--- src/inc/stp_pkg.sv ---
package stp_pkg;
    // ------------------------------------------------------------
    // register sizes
    // ------------------------------------------------------------
    localparam int IR_W = 3;
    localparam int ID_W = 32;
    localparam int BSR_W = 109;
    localparam int BSR_OE_BIT = 108;
    localparam logic [IR_W-1:0] IR_CAPTURE = 3'h1;

    // ------------------------------------------------------------
    // instruction codes
    // ------------------------------------------------------------
    localparam logic [IR_W-1:0] INS_EXTEST = 3'h0;
    localparam logic [IR_W-1:0] INS_IDENT = 3'h1;
    localparam logic [IR_W-1:0] INS_SAMPLE_Z = 3'h2;
    localparam logic [IR_W-1:0] INS_SAMPLE = 3'h4;
    localparam logic [IR_W-1:0] INS_BYPASS = 3'h7;

    // ------------------------------------------------------------
    // identification fields, values arbitrary
    // ------------------------------------------------------------
    localparam logic [2:0] ID_VERSION = 3'h0;
    localparam logic [16:0] ID_PART = 17'h0_1234;
    localparam logic [10:0] ID_VENDOR = 11'h055;
    localparam logic ID_PRESENT = 1'b1;

    // ------------------------------------------------------------
    // controller states
    // ------------------------------------------------------------
    typedef enum logic [3:0] {
        ST_RESET, ST_IDLE, ST_SEL_DR, ST_CAP_DR, ST_SH_DR, ST_EX1_DR,
        ST_PAU_DR, ST_EX2_DR, ST_UPD_DR, ST_SEL_IR, ST_CAP_IR, ST_SH_IR,
        ST_EX1_IR, ST_PAU_IR, ST_EX2_IR, ST_UPD_IR
    } stp_state_t;
endpackage

--- src/stp_sync.sv ---
// ----------------------------------------------------------------
// two flip-flop synchroniser for the test pins and the pin ring
// ----------------------------------------------------------------
module stp_sync #(
    parameter int W = 3
) (
    // clock and reset
    input wire logic core_clk_i,
    input wire logic srst_i,
    // pins
    input wire logic [W-1:0] async_i,
    output logic [W-1:0] sync_o
);
    logic [W-1:0] meta_reg;
    logic [W-1:0] meta_next;
    logic [W-1:0] sync_reg;
    logic [W-1:0] sync_next;

    // stage next values
    always_comb begin
        meta_next = async_i;
        sync_next = meta_reg;
    end

    // stage registers
    always_ff @(posedge core_clk_i) begin
        if (srst_i) begin
            meta_reg <= '0;
            sync_reg <= '0;
        end else begin
            meta_reg <= meta_next;
            sync_reg <= sync_next;
        end
    end

    assign sync_o = sync_reg;
endmodule // stp_sync

--- src/stp_tap.sv ---
// Contract
// RL1: state advances on each rising test clock, following the mode select.
// RL2: identify code captures the 32-bit id word and scans it.
// RL3: high-z sample captures pins, scans chain, floats memory outputs.
// RL4: sample/preload captures pins into 109-bit chain, no memory effect.
// RL5: bypass code puts the one-bit bypass cell in the scan path.
// RL6: all-zero code is external test, capturing the pin ring.
// RL7: tester never loads the three reserved codes.
// RL8: id word: version top three bits, part field, vendor field.
// RL9: id word bit zero always reads one.
// RL10: reset state and power-up load the identify instruction.
// RL11: capture-instruction loads binary 01 into the low two cells.
// RL12: sample input on rising clock, change output on falling clock.
// RL13: cell 108 in external test drives outputs when one, floats when zero.
// RL14: controller follows the standard sixteen-state sequence.
module stp_tap (
    // clock and reset
    input wire logic core_clk_i,
    input wire logic srst_i,
    // test pins
    input wire logic tck_i,
    input wire logic tms_i,
    input wire logic tdi_i,
    output logic tdo_o,
    output logic tdo_oe_o,
    // pin ring
    input wire logic [stp_pkg::BSR_W-1:0] ring_i,
    output logic [stp_pkg::BSR_W-1:0] ring_o,
    output logic extest_o,
    output logic q_oe_o
);
    // ------------------------------------------------------------
    // synchronise pins and find clock edges
    // ------------------------------------------------------------
    logic [2:0] pin_s;
    logic tck_d_reg;
    logic tck_d_next;
    logic tck_rise;
    logic tck_fall;

    stp_sync #(.W(3)) u_sync (
        .core_clk_i(core_clk_i),
        .srst_i(srst_i),
        .async_i({tck_i, tms_i, tdi_i}),
        .sync_o(pin_s)
    );

    // pin ring comes from the memory clock domain
    logic [stp_pkg::BSR_W-1:0] ring_s;

    stp_sync #(.W(stp_pkg::BSR_W)) u_ring_sync (
        .core_clk_i(core_clk_i),
        .srst_i(srst_i),
        .async_i(ring_i),
        .sync_o(ring_s)
    );

    // edge detector on the synchronised test clock
    always_comb begin
        tck_d_next = pin_s[2];
    end

    always_ff @(posedge core_clk_i) begin
        if (srst_i) begin
            tck_d_reg <= 1'b0;
        end else begin
            tck_d_reg <= tck_d_next;
        end
    end

    assign tck_rise = pin_s[2] & ~tck_d_reg; // RL12
    assign tck_fall = ~pin_s[2] & tck_d_reg; // RL12

    // ------------------------------------------------------------
    // controller state
    // ------------------------------------------------------------
    stp_pkg::stp_state_t st_reg;
    stp_pkg::stp_state_t st_next;
    logic tms;

    assign tms = pin_s[1];

    // sixteen-state successor table
    always_comb begin
        st_next = st_reg;
        if (tck_rise) begin // RL1
            unique case (st_reg) // RL14
                stp_pkg::ST_RESET: begin
                    st_next = tms ? stp_pkg::ST_RESET : stp_pkg::ST_IDLE;
                end
                stp_pkg::ST_IDLE: begin
                    st_next = tms ? stp_pkg::ST_SEL_DR : stp_pkg::ST_IDLE;
                end
                stp_pkg::ST_SEL_DR: begin
                    st_next = tms ? stp_pkg::ST_SEL_IR : stp_pkg::ST_CAP_DR;
                end
                stp_pkg::ST_CAP_DR: begin
                    st_next = tms ? stp_pkg::ST_EX1_DR : stp_pkg::ST_SH_DR;
                end
                stp_pkg::ST_SH_DR: begin
                    st_next = tms ? stp_pkg::ST_EX1_DR : stp_pkg::ST_SH_DR;
                end
                stp_pkg::ST_EX1_DR: begin
                    st_next = tms ? stp_pkg::ST_UPD_DR : stp_pkg::ST_PAU_DR;
                end
                stp_pkg::ST_PAU_DR: begin
                    st_next = tms ? stp_pkg::ST_EX2_DR : stp_pkg::ST_PAU_DR;
                end
                stp_pkg::ST_EX2_DR: begin
                    st_next = tms ? stp_pkg::ST_UPD_DR : stp_pkg::ST_SH_DR;
                end
                stp_pkg::ST_UPD_DR: begin
                    st_next = tms ? stp_pkg::ST_SEL_DR : stp_pkg::ST_IDLE;
                end
                stp_pkg::ST_SEL_IR: begin
                    st_next = tms ? stp_pkg::ST_RESET : stp_pkg::ST_CAP_IR;
                end
                stp_pkg::ST_CAP_IR: begin
                    st_next = tms ? stp_pkg::ST_EX1_IR : stp_pkg::ST_SH_IR;
                end
                stp_pkg::ST_SH_IR: begin
                    st_next = tms ? stp_pkg::ST_EX1_IR : stp_pkg::ST_SH_IR;
                end
                stp_pkg::ST_EX1_IR: begin
                    st_next = tms ? stp_pkg::ST_UPD_IR : stp_pkg::ST_PAU_IR;
                end
                stp_pkg::ST_PAU_IR: begin
                    st_next = tms ? stp_pkg::ST_EX2_IR : stp_pkg::ST_PAU_IR;
                end
                stp_pkg::ST_EX2_IR: begin
                    st_next = tms ? stp_pkg::ST_UPD_IR : stp_pkg::ST_SH_IR;
                end
                stp_pkg::ST_UPD_IR: begin
                    st_next = tms ? stp_pkg::ST_SEL_DR : stp_pkg::ST_IDLE;
                end
            endcase
        end
    end

    // ------------------------------------------------------------
    // scan registers
    // ------------------------------------------------------------
    localparam logic [stp_pkg::ID_W-1:0] ID_WORD = {stp_pkg::ID_VERSION,
        stp_pkg::ID_PART, stp_pkg::ID_VENDOR, stp_pkg::ID_PRESENT};

    logic [stp_pkg::IR_W-1:0] ir_sh_reg, ir_sh_next;
    logic [stp_pkg::IR_W-1:0] ir_reg, ir_next;
    logic byp_reg, byp_next;
    logic [stp_pkg::ID_W-1:0] id_reg, id_next;
    logic [stp_pkg::BSR_W-1:0] bsr_reg, bsr_next;
    logic [stp_pkg::BSR_W-1:0] pre_reg, pre_next;
    logic tdo_reg, tdo_next;
    logic oe_reg, oe_next;
    logic tdi;
    logic use_bsr;
    logic ser;

    assign tdi = pin_s[0];
    // boundary chain serves external test, high-z sample, sample/preload
    assign use_bsr = (ir_reg == stp_pkg::INS_EXTEST) // RL6
        | (ir_reg == stp_pkg::INS_SAMPLE_Z) // RL3
        | (ir_reg == stp_pkg::INS_SAMPLE); // RL4

    // serial output selection
    always_comb begin
        if (st_reg == stp_pkg::ST_SH_IR) begin
            ser = ir_sh_reg[0];
        end else if (ir_reg == stp_pkg::INS_IDENT) begin
            ser = id_reg[0]; // RL2
        end else if (use_bsr) begin
            ser = bsr_reg[0];
        end else begin
            ser = byp_reg; // RL5
        end
    end

    // capture, shift and update on test clock edges
    always_comb begin
        ir_sh_next = ir_sh_reg;
        ir_next = ir_reg;
        byp_next = byp_reg;
        id_next = id_reg;
        bsr_next = bsr_reg;
        pre_next = pre_reg;
        tdo_next = tdo_reg;
        oe_next = oe_reg;
        if (tck_rise) begin
            unique case (st_reg)
                stp_pkg::ST_CAP_IR: begin
                    ir_sh_next = stp_pkg::IR_CAPTURE; // RL11
                end
                stp_pkg::ST_SH_IR: begin
                    ir_sh_next = {tdi, ir_sh_reg[stp_pkg::IR_W-1:1]};
                end
                stp_pkg::ST_UPD_IR: begin
                    ir_next = ir_sh_reg;
                end
                stp_pkg::ST_CAP_DR: begin
                    id_next = ID_WORD; // RL2 RL8 RL9
                    byp_next = 1'b0;
                    bsr_next = ring_s; // RL3 RL4 RL6
                end
                stp_pkg::ST_SH_DR: begin
                    if (ir_reg == stp_pkg::INS_IDENT) begin
                        id_next = {tdi, id_reg[stp_pkg::ID_W-1:1]};
                    end else if (use_bsr) begin
                        bsr_next = {tdi, bsr_reg[stp_pkg::BSR_W-1:1]};
                    end else begin
                        byp_next = tdi; // RL5
                    end
                end
                stp_pkg::ST_UPD_DR: begin
                    if (use_bsr) begin
                        pre_next = bsr_reg;
                    end
                end
                default: begin
                end
            endcase
        end
        // output changes on falling test clock only
        if (tck_fall) begin // RL12
            tdo_next = ser;
            oe_next = (st_reg == stp_pkg::ST_SH_IR)
                | (st_reg == stp_pkg::ST_SH_DR);
        end
        // reset state holds identify code and output-bus control, no edge
        if (st_reg == stp_pkg::ST_RESET) begin
            ir_next = stp_pkg::INS_IDENT; // RL10
            pre_next[stp_pkg::BSR_OE_BIT] = 1'b1; // RL13
        end
    end

    always_ff @(posedge core_clk_i) begin
        if (srst_i) begin
            st_reg <= stp_pkg::ST_RESET;
            ir_sh_reg <= '0;
            ir_reg <= stp_pkg::INS_IDENT; // RL10
            byp_reg <= 1'b0;
            id_reg <= '0;
            bsr_reg <= '0;
            pre_reg <= {1'b1, {(stp_pkg::BSR_W-1){1'b0}}};
            tdo_reg <= 1'b0;
            oe_reg <= 1'b0;
        end else begin
            st_reg <= st_next;
            ir_sh_reg <= ir_sh_next;
            ir_reg <= ir_next;
            byp_reg <= byp_next;
            id_reg <= id_next;
            bsr_reg <= bsr_next;
            pre_reg <= pre_next;
            tdo_reg <= tdo_next;
            oe_reg <= oe_next;
        end
    end

    // ------------------------------------------------------------
    // outputs
    // ------------------------------------------------------------
    assign tdo_o = tdo_reg;
    assign tdo_oe_o = oe_reg;
    assign ring_o = pre_reg;
    assign extest_o = (ir_reg == stp_pkg::INS_EXTEST);
    // memory output enable: floated in high-z sample, cell 108 in extest
    assign q_oe_o = (ir_reg == stp_pkg::INS_SAMPLE_Z) ? 1'b0 // RL3
        : extest_o ? pre_reg[stp_pkg::BSR_OE_BIT] : 1'b1; // RL13
endmodule // stp_tap
--- config.mk ---
export PLATFORM = sky130hd
export DESIGN_NAME = stp_tap
export DESIGN_NICKNAME = d
export VERILOG_FILES = /design/src/inc/stp_pkg.sv /design/src/stp_sync.sv /design/src/stp_tap.sv
export SDC_FILE = /design/constraint.sdc
export NUM_CORES = 1
export LEC_CHECK = 0
export BUFFER_PORTS_ARGS = -buffer_cell sky130_fd_sc_hd__buf_4
export CORE_MARGIN = 4
export CORE_UTILIZATION = 43
export DETAILED_ROUTE_END_ITERATION = 7
export HOLD_SLACK_MARGIN = 0.06
export PLACE_DENSITY = 0.76
export SLEW_MARGIN = 20
export SYNTH_ARGS = -nofsm -noshare
export SYNTH_HDL_FRONTEND = slang
export SYNTH_SLANG_ARGS = --single-unit
--- constraint.sdc ---
create_clock -name core_clk_i -period 2 [get_ports core_clk_i]
set_input_delay 0.2 -clock core_clk_i [delete_from_list [all_inputs] [get_ports core_clk_i]]
set_output_delay 0.2 -clock core_clk_i [all_outputs]
set_load 0.005 [all_outputs]
== Word level (Yosys, flattened, before mapping) ==
Cells that the tools add are included.

* $add $sub $neg: 0
* Multiply operators: 0
* Div/mod/pow operators: 0
* $lt $le $gt $ge: 0
* Equality and inequality tests: 22
* Shift-type cells: 0
* Mux-type cells: 27
* Bitwise gates (word level): 7
* Reductions and logical operators: 14

{| class="wikitable"
|+ Operators with widths
! operator !! count
|-
| 2-to-1 mux 109 bit || 2
|-
| one-hot mux 109 bit (2 select lines) || 1
|-
| one-hot mux 32 bit (2 select lines) || 1
|-
| one-hot mux 4 bit (12 select lines) || 1
|-
| equality test 4 bit, second input constant || 8
|-
| 2-to-1 mux 32 bit || 1
|-
| equality test 4 x 3 -> 1 bit, second input constant || 4
|-
| 2-to-1 mux 4 bit || 4
|-
| 2-to-1 mux 1 bit || 10
|-
| equality test 4 x 2 -> 1 bit, second input constant || 2
|-
| inequality test 2 bit, second input constant || 4
|-
| AND reduction 4 bit || 2
|-
| 2-to-1 mux 2 bit || 3
|-
| 2-to-1 mux 3 bit || 2
|-
| one-hot mux 3 bit (2 select lines) || 1
|-
| AND reduction 3 bit || 2
|-
| OR reduction 2 bit || 3
|-
| equality test 4 x 1 -> 1 bit, second input constant || 1
|-
| zero test 4 bit || 1
|-
| AND reduction 2 bit || 2
|-
| nonzero test 2 bit || 2
|-
| equality test 3 x 1 -> 1 bit, second input constant || 1
|-
| equality test 3 x 2 -> 1 bit, second input constant || 1
|-
| equality test 3 bit, second input constant || 1
|-
| other kinds (6) || 10
|}

* Register bits: 488
* Latch bits: 0
* RAM bits: 0
* Memory bits (read-only): 0
* Input bits: 114
* Output and inout bits: 113
* Word-level logic and storage cells: 85
* Memories kept: 0

== Depth between registers and ports, before layout ==
Gate-level depths: netlist of run 1.

* Depth in word-level cells: 6
* Gate-level depth with buffers: 8
* Depth with buffers taken out: 4

== Hierarchy ==
Synthesis of run 1 repeated with hierarchy kept, for this count alone.

* Cell total of the unflattened synthesis: 1789
* Area total of the unflattened synthesis: 16872.4 um^2

{| class="wikitable"
|+ By module, submodules not included
! module !! times used !! cells an instance !! area each (um^2) !! seq. area each (um^2)
|-
| stp_tap || 1 || 1317 || 10591.4 || 5285.1
|-
| stp_sync at u_ring_sync || 1 || 460 || 6123.4 || 4364.2
|-
| stp_sync at u_sync || 1 || 12 || 157.7 || 120.1
|}

== Worst setup path before layout of run 1 ==
Ideal clock, no wire load.

* Path type: flip-flop to flip-flop
* Start: reg st_reg[3]
* End: reg bsr_reg[100] (netlist name)
* Setup time: 142 ps
* Data arrival time: 1710 ps
* Required time: 1858 ps
* Slack: 148 ps
* Stages on the path, launching flop included: 8
* Path buffers: 3
* Cells stage by stage: dfxtp_1 or4b_1 o21ai_1 and2_1 buf_2 buf_4 buf_6 a311oi_2

* Word-level cells in the longest chain between the ends: 3

{| class="wikitable"
|+ RTL lines
! what !! RTL line !! source
|-
| from (decl) || stp_tap.sv:77 || <nowiki>stp_pkg::stp_state_t st_reg;</nowiki>
|-
| from (signal assigned) || stp_tap.sv:236 || <nowiki>st_reg <= stp_pkg::ST_RESET;</nowiki>
|-
| from (signal assigned) || stp_tap.sv:246 || <nowiki>st_reg <= st_next;</nowiki>
|-
| equality test 4 x 3 -> 1 bit or equality test 4 x 2 -> 1 bit (tied branches) || stp_tap.sv:188 || <nowiki>unique case (st_reg)</nowiki>
|-
| inequality test 2 bit (no line) or nonzero test 2 bit (tied branches) || -- ||
|-
| AND reduction 4 bit (no line) || -- ||
|-
| to (signal assigned) || stp_tap.sv:251 || <nowiki>bsr_reg <= bsr_next;</nowiki>
|-
| to (decl) || stp_tap.sv:150 || <nowiki>logic [stp_pkg::BSR_W-1:0] bsr_reg, bsr_next;</nowiki>
|}

Several ways; a longest one is shown, not always the timed one.
A chain may end at the register's enable or synchronous reset.

== Worst setup path after layout of run 1 ==
* Start: reg st_reg[1]
* End: reg bsr_reg[53] (netlist name)

Same word-level chain as after synthesis.

==> summary.txt, run 1 <==
Initial antenna violation count: 1
Total power: 19,400 uW
Netlist cell types: 48
TritonCTS Buffers: 47
Slew of the pin with the lowest slew margin: 0.517 ns
Switching power: 3970 uW
Net Sw Frac: 20.4%
Mean Syn Cell Area: 9.24 um^2
Fin crit period: 1.93 ns
Final Slew Violations: 0
Internal power: 15,400 uW
Gpl congestion: 0.794
Top cell type's share of synthesized area: 59.1%
Lkg Pwr: 0.00797 uW
PD cells: 893 nW/um^2
Final-layout fill cell count: 3,131
Residual DRC: 0
Core box area: 37,800 um^2
Seq pwr share: 51.5%
Ys flop type: dfxtp_1
Root buffer cell: clkbuf_16
Area contributors post-synth: dfxtp_1, nand2_1, nor2b_1
Row count: 71
Fraction of layout cells with a size suffix above 1: 17.4%
Setup slack, reg-to-reg: 0.07 ns
Final WS setup: 0.0717 ns
Register area share after synthesis: 59.1%
DRT iter0 DRCs: 885
Via count: 13,500
CTS tree: built
First-pass GRT wire length: 67,200 um
Relative slew slack: 65.3%
Routed WL per cell: 15.8 um
Global Route Usage Sum: 19.3%
Die Y: 204 um
Hold Path Class: in -> reg
Clk pwr share: 44.1%
Area after DPL: 18,800 um^2
CP Max Fanout: 35
Finish-stage setup viols: 0
Synth Instances: 1,790
Dpl ws: -0.00293 ns
Startpoint types: flop
Total Wirelength: 41,700 um
Nets: 2,213
WP data required: 2.43 ns
Pin count of the biggest net entering global routing: 115
Area Overhead vs Synth: 31.5%
Worst hold slack: 0.403 ns
Post-synth net total: 1,904
Synthesis Warnings: 0
Drt first pass iters: 5
Synth area leader: dfxtp_1
# Max-Cap Violations: 0
Clock Pin Slew Worst Setup and Hold Paths: 0.06 ns
Max clock buf depth: 3
Clock Latency Late Sink: 0.54 ns
Die ar.: 41,700 um^2
Clock Skews: 0.00619 ns
VDD IR-drop max: 745 uV
ANT nets after route: 0
WP data arrival: 2.36 ns
Congestion Overflow GR: 0
Post-route cell area: 21,700 um^2
Ys async rst share: 0%
Cell area after synthesis: 16,500 um^2
Starting density of the core: 43.7%
Die X: 204 um
Combinational fraction of design power: 4.4%
Crit end category: flop
# IOs: 227
Outcome: finished, final reports clean
Final period util: 96.4%
TNS Setup: 0 ns
Clk sinks: 488
IO buf count: 226
Vias in the first global route: 13,200
DR vias/cell: 5.10
RSZ-0062 raised after global routing: true
Synthesized flop and latch total: 488
HPWL after DPL: 25,000 um
FMAX: 519 MHz
H-tree depth: 2
Post-synth EDFFs: 0
Hold Violations, Final: 0
Critical path type: reg -> reg
## kinds of logic (layout without fill, tap and decap cells)
| logic type | Yosys count | after routing | share of synthesized area [%] |
|---|---|---|---|
| other | 0 | 1 | 0 |
| and+or+nand+nor | 735 | 735 | 20.7 |
| buffers and inverters | 160 | 501 | 4.07 |
| DFF | 488 | 488 | 59.1 |
| muxes | 5 | 5 | 0.303 |
| xor gates and xnor gates | 2 | 2 | 0.106 |
| AOI/OAI and AO/OA | 400 | 400 | 15.7 |
## per-layer routing
metal | vias up | global-route usage, % | wire length [um]
met4 | 0 | 9.45 | 1830
met5 | - | 0 | 0
met2 | 495 | 32.2 | 20100
met3 | 121 | 3.54 | 2520
li1 | 6608 | - | -
met1 | 6264 | 24.0 | 17200
## cell usage after synthesis (2+ instances only)
cell type and count:
dfxtp_1 488, nand2_1 463, a21oi_1 233, nor2b_1 231
clkbuf_1 107, a311oi_1 100, buf_2 34, o21ai_0 18
nor2_1 13, a311oi_2 9, o221a_2 9, o22ai_1 9
inv_1 7, buf_1 6, nand3_1 6, mux2i_1 5
nor3_1 5, o32ai_1 5, nand2b_1 4, a211oi_1 3
buf_6 3, nor3b_1 3, a221oi_1 2, buf_4 2
xnor2_1 2
## power groups by stage
stage	sequential [uW]	clock, uW	combinational (uW)
final	9990	8570	850
after global routing	10000	9110	924
after detailed placement	10200	0	622
after floorplan	10200	0	347
after global placement	10200	0	613
after CTS	9990	8710	834
## through the flow
stage	cells	utilization, %
2_1_floorplan	1790	-
3_3_place_gp	2419	49.6
3_5_place_dp	2419	49.6
4_1_cts	2639	57.2
5_1_grt	2643	57.4
6_report	2643	57.4
## path summary, 6_finish.rpt
check,startpoint,endpoint,cells after the start
setup / recovery,st_reg[1],bsr_reg[53],5
hold / removal,ring_i[89],u_ring_sync.meta_reg[89],3
setup reg to reg,st_reg[1],bsr_reg[53],5
hold reg to reg,u_ring_sync.meta_reg[43],u_ring_sync.sync_o[43],1
## what timing repair did
item                                    CTS  global route
endpoints found under the setup margin    5            50
setup buffers                             2             2
hold endpoints to repair                129             0
gates resized for setup                   1             8
hold buffers                            136             0
gates cloned                              1             1
pin swaps                                 1            13
## critical path, cell delays in order (launching register included)
cell      delay, ns
dfxtp_1        0.31
or4b_4         0.58
o21ai_4        0.23
buf_12         0.26
a21oi_1        0.12
a311oi_1       0.29
## placed cells by master (no fill, tap or decap), drive strengths merged, types with 2 or more instances in the layout
cell type    instances
a211oi               3
a21oi              233
a221oi               2
a311oi             109
buf                275
bufinv               2
clkbuf              71
clkinv               9
dfxtp              488
dlygate4sd3        136
inv                  8
mux2i                5
nand2              463
nand2b               4
nand3                6
nor2                13
nor2b              231
nor3                 5
nor3b                3
o21ai               19
o221a               10
o22ai                9
o32ai                5
xnor2                2
## area by class of cell
cell class              count  area, um^2  share of cell area (%)
inverters                   8        30.0                   0.138
clock buffers              70        1390                    6.37
clock inverters            11         109                   0.501
repair buffers            412        3660                    16.8
diodes                      1        2.50                  0.0115
flip-flops and latches    488        9770                    44.9
well taps                 511         639                    2.94
multi-input cells        1142        6150                    28.3
Power figures use the tool's default switching activity.
==> run 2, diff against run 1 <==
--- a/config.mk
+++ b/config.mk
@@ -7,10 +7,10 @@
 export LEC_CHECK = 0
 export BUFFER_PORTS_ARGS = -buffer_cell sky130_fd_sc_hd__buf_4
 export CORE_MARGIN = 4
-export CORE_UTILIZATION = 43
+export CORE_UTILIZATION = 51
 export DETAILED_ROUTE_END_ITERATION = 7
 export HOLD_SLACK_MARGIN = 0.06
-export PLACE_DENSITY = 0.76
+export PLACE_DENSITY = 0.86
 export SLEW_MARGIN = 20
 export SYNTH_ARGS = -nofsm -noshare
 export SYNTH_HDL_FRONTEND = slang
==> summary.txt, run 2 (synthesis results as in run 1) <==
IO buf count: 226 (unchanged)
PD cells: 908 nW/um^2 (+1.7%)
Row count: 65 (-8.5%)
Die ar.: 35,400 um^2 (-15%)
Global Route Usage Sum: 22.9% (+3.6 points)
RSZ-0062 raised after global routing: true
Pin count of the biggest net entering global routing: 118 (+2.6%)
Slew of the pin with the lowest slew margin: 0.539 ns (+0.0215 ns)
Final WS setup: -0.0187 ns (-0.0905 ns)
FF-to-FF path depth: 7 (+2)
Combinational fraction of design power: 4.2% (-0.2 points)
# Max-Cap Violations: 0 (unchanged)
Routed WL per cell: 17.7 um (+12%)
Critical path's slowest cell: or4b_4
Wl on met1: 17,500 um (+1.5%)
ANT nets after route: 0 (unchanged)
Worst path cell trace: or4b_4 > o21ai_4 > buf_6 > and2_4 > buf_12 > clkbuf_16 > a311oi_1
DR vias/cell: 5.45 (+6.9%)
Startpoint types: flop
Met3 WL post-DR: 3050 um (+21%)
Most common cell after layout, fill and taps aside: dfxtp_1
Clock Skews: 0.0161 ns (+0.00992 ns)
Residual DRC: 0 (unchanged)
Die Y: 188 um (-7.9%)
Final-layout fill cell count: 2,133 (-32%)
CTS tree: built
Total Wirelength: 45,400 um (+8.8%)
Met2 WL post-DR: 22,400 um (+11%)
Failing checks: setup timing
Register area: 9770 um^2 (about the same)
Area of the multi-input gates: 6180 um^2 (+0.63%)
HPWL after DPL: 23,600 um (-5.4%)
Gpl congestion: 0.813 (+2.3%)
CP Max Fanout: 7 (-80%)
Area Overhead vs Synth: 33.1%
WP data arrival: 2.40 ns (+0.04 ns)
Root buffer cell: clkbuf_16
Critical path type: reg -> reg
DRT iter0 DRCs: 1,331 (+50%)
Post-route cell area: 22,000 um^2 (+1.3%)
Seq pwr share: 50.0% (-1.5 points)
Clock Pin Slew Worst Setup and Hold Paths: 0.06 ns (about the same)
Finish-stage setup viols: 2 (+2)
Net Sw Frac: 20.5% (+0.089 points)
Nets: 2,208 (-0.23%)
Switching power: 4100 uW (+3.4%)
Die X: 188 um (-7.9%)
FMAX: 495 MHz (-4.5%)
Congestion Overflow GR: 0 (unchanged)
Vias in the first global route: 13,400 (+1.3%)
Initial antenna violation count: 2 (+1)
Relative slew slack: 64.1% (-1.2 points)
Hold Path Depth: 3 (unchanged)
Crit end category: flop
Fin crit period: 2.02 ns (+0.0905 ns)
Clk pwr share: 45.8% (+1.7 points)
Clock Latency Late Sink: 0.54 ns (about the same)
CP peak stage delay: 0.57 ns (about the same)
Dpl ws: -0.0128 ns (-0.00982 ns)
Via count: 14,000 (+3.8%)
Outcome: finished with violations
Core box area: 31,800 um^2 (-16%)
Top sig layer: met4
First-pass GRT wire length: 68,500 um (+1.9%)
Area after DPL: 18,600 um^2 (-0.93%)
Drt first pass iters: 5 (unchanged)
Hold Path Class: in -> reg
Final Slew Violations: 0 (unchanged)
Internal power: 15,900 uW (+2.9%)
Commonest cells after routing, fill and taps aside: dfxtp_1, nand2_1, buf_4
# IOs: 227 (unchanged)
Starting density of the core: 52.0% (+8.3 points)
WP data required: 2.39 ns (-0.04 ns)
TritonCTS Buffers: 46 (-2.1%)
Hold Violations, Final: 0 (unchanged)
H-tree depth: 2 (unchanged)
Fraction of layout cells with a size suffix above 1: 18.6% (+1.2 points)
Final period util: 101% (+4.5 points)
Max clock buf depth: 3 (unchanged)
VDD IR-drop max: 605 uV (-19%)
Clk sinks: 488 (unchanged)
Lkg Pwr: 0.00810 uW (+1.7%)
Total power: 20,000 uW (+3.0%)
-- run 2: worst paths after layout --
path	start	end	slack, ns
max	st_reg[1]	bsr_reg[79]	-0.02
min	tck_i	u_sync.meta_reg[2]	0.41
max reg2reg	st_reg[1]	bsr_reg[79]	-0.02
min reg2reg	u_ring_sync.meta_reg[34]	u_ring_sync.sync_o[34]	0.43
-- run 2: timing repair --
action	CTS	global route
endpoints found under the setup margin	12	89
resized for setup	1	22
hold buffers	124	0
pin swaps	1	32
hold endpoints to repair	129	0
cloned	1	15
setup buffers	1	11
-- run 2: power groups by stage --
stage	Clock (uW)	Combinational, uW	Sequential, uW
after CTS	9200	808	9990
after floorplan	0	347	10200
after global routing	9680	901	10000
after global placement	0	598	10200
final	9160	837	9990
after detailed placement	0	611	10200
-- run 2: cell type report --
cell class / count / share of cell area (%)
sequential: 488 / 44.4
multi-input combinational: 1142 / 28.1
timing repair buffer: 408 / 17.5
clock buffer: 67 / 6.33
tap: 435 / 2.47
clock inverter: 18 / 1.03
inverter: 8 / 0.136
antenna: 2 / 0.0227
-- run 2: metal layers --
layer | global-route usage [%] | vias to the layer above
met5 | 0 | -
met4 | 11.1 | 0
li1 | - | 6630
met3 | 3.95 | 171
met2 | 39.3 | 658
met1 | 27.9 | 6545
-- run 2: metrics by stage --
stage / utilization [%] / cells / setup TNS [ns] / hold slack [ns]
floorplan: - / 1790 / 0 / 0.328
global placement: 58.5 / 2329 / 0 / 0.412
detailed placement: 58.5 / 2329 / -0.0141 / 0.415
CTS: 67.6 / 2540 / -0.0111 / 0.389
global route: 69.2 / 2568 / -2.46 / 0.420
finish: 69.2 / 2568 / -0.0224 / 0.407
-- run 2: worst max-delay path: cells and delay by family (launching register included) --
| family | cells | cell delay (ns) |
|---|---|---|
| simple gates | 2 | 0.75 |
| buf+inv | 3 | 0.47 |
| compound gates | 2 | 0.33 |
| flops | 1 | 0.32 |
